==> config.mk <==
export PLATFORM = sky130hd
export DESIGN_NAME = bmb_ctrl
export DESIGN_NICKNAME = d
export VERILOG_FILES = /design/src/verilog/bmb_brdec.v /design/src/verilog/bmb_ctrl.v
export VERILOG_INCLUDE_DIRS = /design/src /design/src/shared
export SDC_FILE = /design/constraint.sdc
export NUM_CORES = 2
export LEC_CHECK = 0
export BUFFER_PORTS_ARGS = -buffer_cell sky130_fd_sc_hd__buf_4
export CAP_MARGIN = 0
export CORE_MARGIN = 2
export CORE_UTILIZATION = 45
export DETAILED_ROUTE_END_ITERATION = 8
export PLACE_DENSITY = 0.72
export REMOVE_ABC_BUFFERS = 1
export SYNTH_ARGS = -nofsm -noshare
export SYNTH_HDL_FRONTEND = slang
export SYNTH_SLANG_ARGS = --single-unit
==> constraint.sdc <==
create_clock -name aclk -period 19.42 [get_ports aclk]
set_input_delay 0.971 -clock aclk [delete_from_list [all_inputs] [get_ports aclk]]
set_output_delay 0.971 -clock aclk [all_outputs]
set_load 0.01 [all_outputs]
==> src/shared/bmb_consts.vh <==
`ifndef BMB_CONSTS_VH
`define BMB_CONSTS_VH
// ----------------------------------------
// register byte offsets
// ----------------------------------------
`define BMB_UCFG_LO 8'h00
`define BMB_UCFG_HI 8'h04
`define BMB_SCFG_LO 8'h08
`define BMB_SCFG_HI 8'h0c
`define BMB_STAT_LO 8'h10
`define BMB_STAT_HI 8'h14
`define BMB_SMM_LO 8'h18
`define BMB_SMM_HI 8'h1c
`define BMB_GST_LO 8'h20
`define BMB_GST_HI 8'h24
`define BMB_CTRL 8'h28
`define BMB_INFO 8'h2c
`define BMB_BND_BASE 8'h40
`define BMB_BND_END 8'h7c
// ----------------------------------------
// config register fields
// ----------------------------------------
`define BMB_CFG_EN 0
`define BMB_CFG_PRES 1
`define BMB_CFG_RSV_LO 2
`define BMB_CFG_RSV_HI 11
`define BMB_CFG_RST 64'h0000000000000000
// ----------------------------------------
// control register fields
// ----------------------------------------
`define BMB_CTL_XCLR 0
`define BMB_CTL_NLOAD 1
`define BMB_CTL_OSX 2
`define BMB_CTL_XBR 3
`define BMB_CTL_XBC 4
`define BMB_CTL_RST 5'h00
// ----------------------------------------
// modes, privilege, save slot, responses
// ----------------------------------------
`define BMB_MODE16 2'h0
`define BMB_MODE32 2'h1
`define BMB_MODE64 2'h2
`define BMB_CPL_USER 2'h3
`define BMB_SMM_SLOT 16'h7ed0
`define BMB_RESP_OK 2'h0
`define BMB_RESP_ERR 2'h2
`endif

==> src/verilog/bmb_brdec.v <==
`timescale 1ns/10ps
`default_nettype none
module bmb_brdec (
	// opcode bytes, first byte first
	input wire [7:0] op0,
	input wire [7:0] op1,
	input wire [7:0] op2,
	// decode result
	output reg covered,
	output reg bnd_pfx
);
	reg [7:0] b0;
	reg [7:0] b1;
	always @* begin
		bnd_pfx = (op0 == 8'hf2); // RULE7
		b0 = bnd_pfx ? op1 : op0;
		b1 = bnd_pfx ? op2 : op1;
		covered = 1'b0;
		// far forms and eb fall through as not covered
		case (b0) // RULE13 RULE8
			8'he8, 8'hc2, 8'hc3, 8'he9: begin
				covered = 1'b1;
			end
			8'hff: begin
				covered = (b1[5:3] == 3'h2) || (b1[5:3] == 3'h4);
			end
			8'h0f: begin
				covered = (b1[7:4] == 4'h8);
			end
			default: begin
				covered = (b0[7:4] == 4'h7);
			end
		endcase
	end
endmodule
`default_nettype wire

==> src/verilog/bmb_ctrl.v <==
// The implementer's own choices: the placing of the registers and register access over AXI4-Lite.
`timescale 1ns/10ps
`default_nettype none
`include "bmb_consts.vh"
// Function
// (RULE1) 64-bit mode: full-width bounds and addresses
// (RULE2) extended-state moves always use 64 bits
// (RULE3) legacy modes: 32-bit bounds, upper half zeroed
// (RULE4) 32-bit updates may clear upper half
// (RULE5) address size and fault by mode, prefix
// (RULE6) register forms ignore address-size prefix
// (RULE7) f2 before near branch is branch prefix
// (RULE8) far branches and eb never reset
// (RULE9) preserve 0, no prefix: reset four
// (RULE10) preserve 1, no prefix: keep four
// (RULE11) prefixed branch keeps four
// (RULE12) preserve bit 1, chosen by privilege
// (RULE13) covered branch opcode table
// (RULE14) enabled range fault zeroes status
// (RULE15) otherwise range check keeps status
// (RULE16) management entry saves, clears supervisor config
// (RULE17) resume reloads with fixed reserved, canonical
// (RULE18) vm exit always saves supervisor config
// (RULE19) exit clear control clears after save
// (RULE20) entry load control loads guest config
// (RULE21) bad guest config fails entry late
// (RULE22) reset zeroes both bounds same cycle
module bmb_ctrl #(
	parameter LA_BITS = 48
) (
	// clock and reset
	input wire aclk,
	input wire aresetn,
	// axi4-lite slave
	input wire [7:0] s_axi_awaddr,
	input wire s_axi_awvalid,
	output reg s_axi_awready,
	input wire [31:0] s_axi_wdata,
	input wire [3:0] s_axi_wstrb,
	input wire s_axi_wvalid,
	output reg s_axi_wready,
	output reg [1:0] s_axi_bresp,
	output reg s_axi_bvalid,
	input wire s_axi_bready,
	input wire [7:0] s_axi_araddr,
	input wire s_axi_arvalid,
	output reg s_axi_arready,
	output reg [31:0] s_axi_rdata,
	output reg [1:0] s_axi_rresp,
	output reg s_axi_rvalid,
	input wire s_axi_rready,
	// core state
	input wire [1:0] cpu_mode,
	input wire [1:0] current_privilege_level,
	// bounds instruction
	input wire bi_valid,
	input wire bi_mem,
	input wire bi_pfx67,
	input wire bi_wr,
	input wire bi_xstate,
	input wire [1:0] bi_idx,
	input wire [63:0] bi_lb,
	input wire [63:0] bi_ub,
	// retiring branch
	input wire br_valid,
	input wire [7:0] br_op0,
	input wire [7:0] br_op1,
	input wire [7:0] br_op2,
	// range check, management, vm events
	input wire rc_fault,
	input wire system_management_interrupt,
	input wire resume_from_management,
	input wire vm_exit,
	input wire vm_entry,
	// results
	output reg ud_fault_r,
	output reg addr64_r,
	output reg bnd_init_r,
	output reg entry_fail_r
);
	// ----------------------------------------
	// state
	// ----------------------------------------
	reg [63:0] ucfg_r;
	reg [63:0] scfg_r;
	reg [63:0] stat_r;
	reg [63:0] smm_r;
	reg [63:0] gst_r;
	reg [4:0] ctl_r;
	reg [63:0] lb_r [0:3];
	reg [63:0] ub_r [0:3];
	reg [7:0] awaddr_r;
	reg [31:0] wdata_r;
	reg [3:0] wstrb_r;
	reg aw_got_r;
	reg w_got_r;
	integer i;
	// ----------------------------------------
	// helpers
	// ----------------------------------------
	function [31:0] merge;
		input [31:0] old;
		input [31:0] nw;
		input [3:0] be;
		integer k;
		begin
			merge = old;
			for (k = 0; k < 4; k = k + 1) begin
				if (be[k]) begin
					merge[k*8 +: 8] = nw[k*8 +: 8];
				end
			end
		end
	endfunction
	function [63:0] put64;
		input [63:0] old;
		input hi;
		input [31:0] nw;
		input [3:0] be;
		begin
			put64 = old;
			if (hi) begin
				put64[63:32] = merge(old[63:32], nw, be);
			end else begin
				put64[31:0] = merge(old[31:0], nw, be);
			end
		end
	endfunction
	function [63:0] cfg_fix;
		input [63:0] v;
		integer k;
		begin
			cfg_fix = v;
			cfg_fix[`BMB_CFG_RSV_HI:`BMB_CFG_RSV_LO] = 10'h000;
			for (k = LA_BITS; k < 64; k = k + 1) begin
				cfg_fix[k] = v[LA_BITS-1];
			end
		end
	endfunction
	function cfg_ok;
		input [63:0] v;
		begin
			cfg_ok = (cfg_fix(v) == v);
		end
	endfunction
	function mapped;
		input [7:0] a;
		begin
			mapped = (a[1:0] == 2'h0) &&
				((a <= `BMB_INFO) ||
				((a >= `BMB_BND_BASE) && (a <= `BMB_BND_END)));
		end
	endfunction
	// ----------------------------------------
	// branch decode and active config
	// ----------------------------------------
	wire br_cov;
	wire br_pfx;
	bmb_brdec u_dec ( // RULE7 RULE8 RULE13
		.op0(br_op0),
		.op1(br_op1),
		.op2(br_op2),
		.covered(br_cov),
		.bnd_pfx(br_pfx)
	);
	wire is_user = (current_privilege_level == `BMB_CPL_USER);
	wire [63:0] act_cfg = is_user ? ucfg_r : scfg_r; // RULE12
	wire act_pres = act_cfg[`BMB_CFG_PRES]; // RULE12
	wire act_en = act_cfg[`BMB_CFG_EN];
	// cleared supervisor config (management entry) disables branch resets at non-user privilege
	wire br_init = br_valid && br_cov && !br_pfx && act_en && !act_pres; // RULE9 RULE10 RULE11 RULE16
	// ----------------------------------------
	// address size and operand width
	// ----------------------------------------
	wire mode64 = (cpu_mode == `BMB_MODE64);
	reg ud_nxt;
	always @* begin
		ud_nxt = 1'b0;
		if (bi_valid && bi_mem && !mode64) begin // RULE6
			if (cpu_mode == `BMB_MODE32) begin
				ud_nxt = bi_pfx67; // RULE5
			end else begin
				ud_nxt = !bi_pfx67; // RULE5
			end
		end
	end
	wire full_w = mode64 || bi_xstate; // RULE1 RULE2
	wire [63:0] wr_lb = full_w ? bi_lb : {32'h0, bi_lb[31:0]}; // RULE3 RULE4
	wire [63:0] wr_ub = full_w ? bi_ub : {32'h0, bi_ub[31:0]}; // RULE3 RULE4
	wire bi_do_wr = bi_valid && bi_wr && !ud_nxt;
	// ----------------------------------------
	// axi write path
	// ----------------------------------------
	wire wr_go = aw_got_r && w_got_r && !s_axi_bvalid;
	wire wr_hi = awaddr_r[2];
	wire wr_u = wr_go && (awaddr_r[7:3] == `BMB_UCFG_LO >> 3);
	wire wr_s = wr_go && (awaddr_r[7:3] == `BMB_SCFG_LO >> 3);
	wire wr_st = wr_go && (awaddr_r[7:3] == `BMB_STAT_LO >> 3);
	wire wr_sm = wr_go && (awaddr_r[7:3] == `BMB_SMM_LO >> 3);
	wire wr_g = wr_go && (awaddr_r[7:3] == `BMB_GST_LO >> 3);
	wire wr_c = wr_go && (awaddr_r == `BMB_CTRL);
	wire wr_ok = mapped(awaddr_r) && (awaddr_r < `BMB_INFO);
	wire [63:0] s_new = put64(scfg_r, wr_hi, wdata_r, wstrb_r);
	wire [31:0] ctl_new = merge({27'h0, ctl_r}, wdata_r, wstrb_r);
	always @(posedge aclk) begin
		if (!aresetn) begin
			s_axi_awready <= 1'b0;
			s_axi_wready <= 1'b0;
			s_axi_bvalid <= 1'b0;
			s_axi_bresp <= `BMB_RESP_OK;
			aw_got_r <= 1'b0;
			w_got_r <= 1'b0;
			awaddr_r <= 8'h00;
			wdata_r <= 32'h00000000;
			wstrb_r <= 4'h0;
		end else begin
			s_axi_awready <= !aw_got_r && !(s_axi_awvalid && s_axi_awready);
			s_axi_wready <= !w_got_r && !(s_axi_wvalid && s_axi_wready);
			if (s_axi_awvalid && s_axi_awready) begin
				aw_got_r <= 1'b1;
				awaddr_r <= s_axi_awaddr;
			end
			if (s_axi_wvalid && s_axi_wready) begin
				w_got_r <= 1'b1;
				wdata_r <= s_axi_wdata;
				wstrb_r <= s_axi_wstrb;
			end
			if (wr_go) begin
				s_axi_bvalid <= 1'b1;
				s_axi_bresp <= wr_ok ? `BMB_RESP_OK : `BMB_RESP_ERR;
			end
			if (s_axi_bvalid && s_axi_bready) begin
				s_axi_bvalid <= 1'b0;
				aw_got_r <= 1'b0;
				w_got_r <= 1'b0;
				s_axi_awready <= 1'b1;
				s_axi_wready <= 1'b1;
			end
		end
	end
	// ----------------------------------------
	// configuration, save images, status
	// ----------------------------------------
	always @(posedge aclk) begin
		if (!aresetn) begin
			ucfg_r <= `BMB_CFG_RST;
			scfg_r <= `BMB_CFG_RST;
			stat_r <= 64'h0000000000000000;
			smm_r <= 64'h0000000000000000;
			gst_r <= 64'h0000000000000000;
			ctl_r <= `BMB_CTL_RST;
			entry_fail_r <= 1'b0;
		end else begin
			entry_fail_r <= 1'b0;
			if (wr_u) begin
				ucfg_r <= put64(ucfg_r, wr_hi, wdata_r, wstrb_r);
			end
			if (wr_c) begin
				ctl_r <= ctl_new[4:0];
			end
			if (wr_sm) begin
				smm_r <= put64(smm_r, wr_hi, wdata_r, wstrb_r);
			end
			if (system_management_interrupt) begin
				smm_r <= scfg_r; // RULE16
				scfg_r <= `BMB_CFG_RST; // RULE16
			end else if (resume_from_management) begin
				scfg_r <= cfg_fix(smm_r); // RULE17
			end else if (vm_exit) begin
				if (ctl_r[`BMB_CTL_XCLR]) begin
					scfg_r <= `BMB_CFG_RST; // RULE19
				end
			end else if (vm_entry && ctl_r[`BMB_CTL_NLOAD]) begin
				if (cfg_ok(gst_r)) begin
					scfg_r <= gst_r; // RULE20
				end else begin
					entry_fail_r <= 1'b1; // RULE21
				end
			end else if (wr_s && cfg_ok(s_new)) begin
				scfg_r <= s_new;
			end
			if (vm_exit) begin
				gst_r <= scfg_r; // RULE18
			end else if (wr_g) begin
				gst_r <= put64(gst_r, wr_hi, wdata_r, wstrb_r);
			end
			if (rc_fault && ctl_r[`BMB_CTL_OSX] && ctl_r[`BMB_CTL_XBR] &&
				ctl_r[`BMB_CTL_XBC] && act_en) begin
				stat_r <= 64'h0000000000000000; // RULE14
			end else if (wr_st) begin
				stat_r <= put64(stat_r, wr_hi, wdata_r, wstrb_r); // RULE15
			end
		end
	end
	// ----------------------------------------
	// bound registers 0 to 3
	// ----------------------------------------
	always @(posedge aclk) begin
		if (!aresetn) begin
			for (i = 0; i < 4; i = i + 1) begin
				lb_r[i] <= 64'h0000000000000000;
				ub_r[i] <= 64'h0000000000000000;
			end
			ud_fault_r <= 1'b0;
			addr64_r <= 1'b0;
			bnd_init_r <= 1'b0;
		end else begin
			ud_fault_r <= ud_nxt; // RULE5
			if (bi_valid && bi_mem) begin
				addr64_r <= mode64; // RULE1 RULE5
			end
			bnd_init_r <= br_init;
			if (br_init) begin
				for (i = 0; i < 4; i = i + 1) begin
					lb_r[i] <= 64'h0000000000000000; // RULE22
					ub_r[i] <= 64'h0000000000000000; // RULE22
				end
			end else if (bi_do_wr) begin
				lb_r[bi_idx] <= wr_lb;
				ub_r[bi_idx] <= wr_ub;
			end
		end
	end
	// ----------------------------------------
	// axi read path
	// ----------------------------------------
	reg [31:0] rd_nxt;
	reg [63:0] rd64;
	wire [3:0] bidx = s_axi_araddr[5:2];
	always @* begin
		rd64 = 64'h0000000000000000;
		case (s_axi_araddr[7:3])
			`BMB_UCFG_LO >> 3: begin
				rd64 = ucfg_r;
			end
			`BMB_SCFG_LO >> 3: begin
				rd64 = scfg_r;
			end
			`BMB_STAT_LO >> 3: begin
				rd64 = stat_r;
			end
			`BMB_SMM_LO >> 3: begin
				rd64 = smm_r;
			end
			`BMB_GST_LO >> 3: begin
				rd64 = gst_r;
			end
			default: begin
				rd64 = bidx[1] ? ub_r[bidx[3:2]] : lb_r[bidx[3:2]];
			end
		endcase
		rd_nxt = s_axi_araddr[2] ? rd64[63:32] : rd64[31:0];
		if (s_axi_araddr == `BMB_CTRL) begin
			rd_nxt = {27'h0, ctl_r};
		end else if (s_axi_araddr == `BMB_INFO) begin
			rd_nxt = {`BMB_SMM_SLOT, 12'h000, entry_fail_r,
				bnd_init_r, addr64_r, ud_fault_r};
		end else if (!mapped(s_axi_araddr)) begin
			rd_nxt = 32'h00000000;
		end
	end
	always @(posedge aclk) begin
		if (!aresetn) begin
			s_axi_arready <= 1'b0;
			s_axi_rvalid <= 1'b0;
			s_axi_rdata <= 32'h00000000;
			s_axi_rresp <= `BMB_RESP_OK;
		end else begin
			s_axi_arready <= !s_axi_rvalid && !(s_axi_arvalid && s_axi_arready);
			if (s_axi_arvalid && s_axi_arready) begin
				s_axi_rvalid <= 1'b1;
				s_axi_rdata <= rd_nxt;
				s_axi_rresp <= mapped(s_axi_araddr) ? `BMB_RESP_OK : `BMB_RESP_ERR;
			end
			if (s_axi_rvalid && s_axi_rready) begin
				s_axi_rvalid <= 1'b0;
				s_axi_arready <= 1'b1;
			end
		end
	end
endmodule
`default_nettype wire

==> run metrics <==
TritonRoute pass-1 iters=9; post-CTS setup buffers=0; vias in the first global route=32900; Final Skew=0.0325 ns; PortBufs=267; htree depth=3; Synth Register Bits=926; I/O pin count=273; unrepaired setup endpoints after global routing=false; Slowest cell on crit path=buf_4; HP Class=flip-flop to flip-flop; Remaining Overflow, GRT=0; Max-cap violations=0; Critical Path, Cell by Cell=buf_4 -> or3b_4 -> o41ai_1 -> nand4b_1 -> a2111oi_1 -> o31a_4 -> nor2_1 -> o21ai_4 -> buf_4 -> buf_4; vias per inst=6.34; Post-synth EDFFs=512; clock-pin slew on the worst setup and hold paths=0.06 ns; initial core utilization=0.454; synthesized area=42400 sq um; synth top area cells=edfxtp_1 36%, dfxtp_1 20%, mux4_2 7.5%, nor2_1 5.8%, a21oi_1 3.9%; initial antenna violation count=4; Site Rows=112; drt wl/cell=26.1 microns; Final period util=0.280; total CTS buffers=97; post-synth cell types=73; fin nets=4248; P&R area growth vs syn=14.1%; Post-DRT Antenna Nets=0; hold buffer count at cts=0; TritonCTS clock tree=done; Die X=311 microns; max incr delay on CP=0.81 ns; sequential share of the synthesized area=0.558; Syn Inst Count=3947; Required @ worst endpoint=19.73 ns; largest net degree at the start of global routing=97; setup TNS=0 ns; maximum VDD drop=0.0744 mV; Sink Count=926; final hold viol count=0; top cell type's share of synthesized area=0.363; post-route minimum period=5.45 ns; Lkg Pwr=17.4 nW; post-CTS sizing=0; slew of the pin with the lowest slew margin=1.33 ns; YS warnings=0; Final Setup Violations=0; Post-Route WL=140000 microns; hpwl dp=85800 microns; DIE AREA=96700 sq um; Die Ht=311 microns; startpoint type of the worst setup path=input port; Worst Path Buf+Inv=3; Total GRT Usage=0.281; CP Data Arrival Time=5.75 ns; Initial DRC Count=5169; cell taking the most area after synthesis=edfxtp_1; fmax=0.184 GHz; core footprint=93300 sq um; first-pass GRT wire length=207000 microns; Finished Core Util=0.519; clk root buf=clkbuf_16; Post-route DRC=2; mean post-synth cell area=10.7 sq um; final slew viol count=0; crit-path max FO=53; Setup CP Type=input port to flip-flop; Worst-Skew Late Latency=0.69 ns; asr flop ratio synth=0; Worst path most repeated cell=buf_4; Max-slew headroom=0.113; count leader, synth=nor2_1; layout cells sized above 1=0.173; PD cells=92.6 nW/um^2; Max Buffers Root-to-Sink=3; outcome=finished with violations; failing checks=design-rule violations; gpl congestion=0.927; Primary FF master, synth=edfxtp_1; crit end category=flip-flop; vias=34000; most common library cells after synthesis=660 x nor2_1, 512 x edfxtp_1, 414 x dfxtp_1, 382 x nand2_1, 333 x a21oi_1; CP top delay family=compound AO/OA/AOI/OAI gates
## routing by layer
layer  GRT usage  share of wire  wire [microns]  vias up
met5           0        0.00019              27        -
met4       0.117          0.044            6190        4
met3      0.0764           0.13           17600      378
met2       0.431           0.45           62900     2188
met1       0.377           0.38           52800    16500
li1            -              -               -    14900
## layout make-up
type | count | area [sq um]
Clock inverter | 40 | 477
Fill cell | 8190 | 44900
Clock buffer | 140 | 2770
Antenna cell | 1 | 2.50
Multi-Input combinational cell | 2638 | 17200
Sequential cell | 926 | 23700
Inverter | 10 | 45.0
Tap cell | 1254 | 1570
Timing Repair Buffer | 347 | 2630
## cells in the final DEF (no fill, tap or decap), drive strengths merged, types with 23 or more instances in the layout
master,n
a222oi,47
mux2,35
clkbuf,140
nor2,660
nand2,382
and2,23
o21ai,140
edfxtp,512
nor4,140
a211oi,178
clkinv,26
nor3,24
a221oi,44
buf,347
dfxtp,414
o221ai,28
a21oi,333
nor2b,90
mux2i,111
nand3,29
a22oi,26
mux4,141
## worst paths after layout
path / start / end / slack, ns / cells past startpoint
setup / recovery: br_op0[0] / ub_r[2][17] / 13.97 / 10
hold / removal: awaddr_r[7] / awaddr_r[7] / 0.46 / 2
setup reg to reg: ucfg_r[1] / ub_r[2][17] / 14.48 / 8
hold reg to reg: awaddr_r[7] / awaddr_r[7] / 0.46 / 2
## per-stage QoR
step           hold slack, ns  power [mW]  instances  instance area, sq um  setup WS (ns)
5_1_grt                 0.483        4.59       5356                 48400          13.78
2_1_floorplan           0.432        2.42       3574                 40800           7.31
3_5_place_dp            0.448        2.62       5175                 45100          13.35
3_3_place_gp            0.445        2.61       5175                 45100          13.34
4_1_cts                 0.456        4.48       5355                 48400          14.02
6_report                0.458        4.48       5356                 48400          13.97
## tightest hold or removal path, stage by stage (launching register included)
cell and delay, ns:
dfxtp_1 0.30, nand2_1 0.05, a21oi_1 0.06
## power by group
part           internal, mW  total (mW)  switching (mW)
Sequential             2.13        2.18          0.0439
Combinational         0.140       0.408           0.268
Clock                  1.09        1.89           0.802
## logic make-up (layout without fill, tap and decap cells)
kind of cell / count (synthesis) / after routing / synth area share
compound gates: 933 / 933 / 0.145
xor+xnor: 3 / 3 / 0.000620
buf+inv: 384 / 537 / 0.0387
flops: 926 / 926 / 0.558
mux: 287 / 287 / 0.110
other cells: 1 / 3 / 0.0000884
simple gates: 1413 / 1413 / 0.147
## sequential cells by signal, indices dropped and copies added (netlist names), 4 cells and up
register	flops
ctl_r	5
ucfg_r	64
wstrb_r	4
scfg_r	64
ub_r	256
awaddr_r	8
smm_r	64
lb_r	256
s_axi_rdata	32
wdata_r	32
gst_r	64
stat_r	64
(Power assumes the default switching activity.)
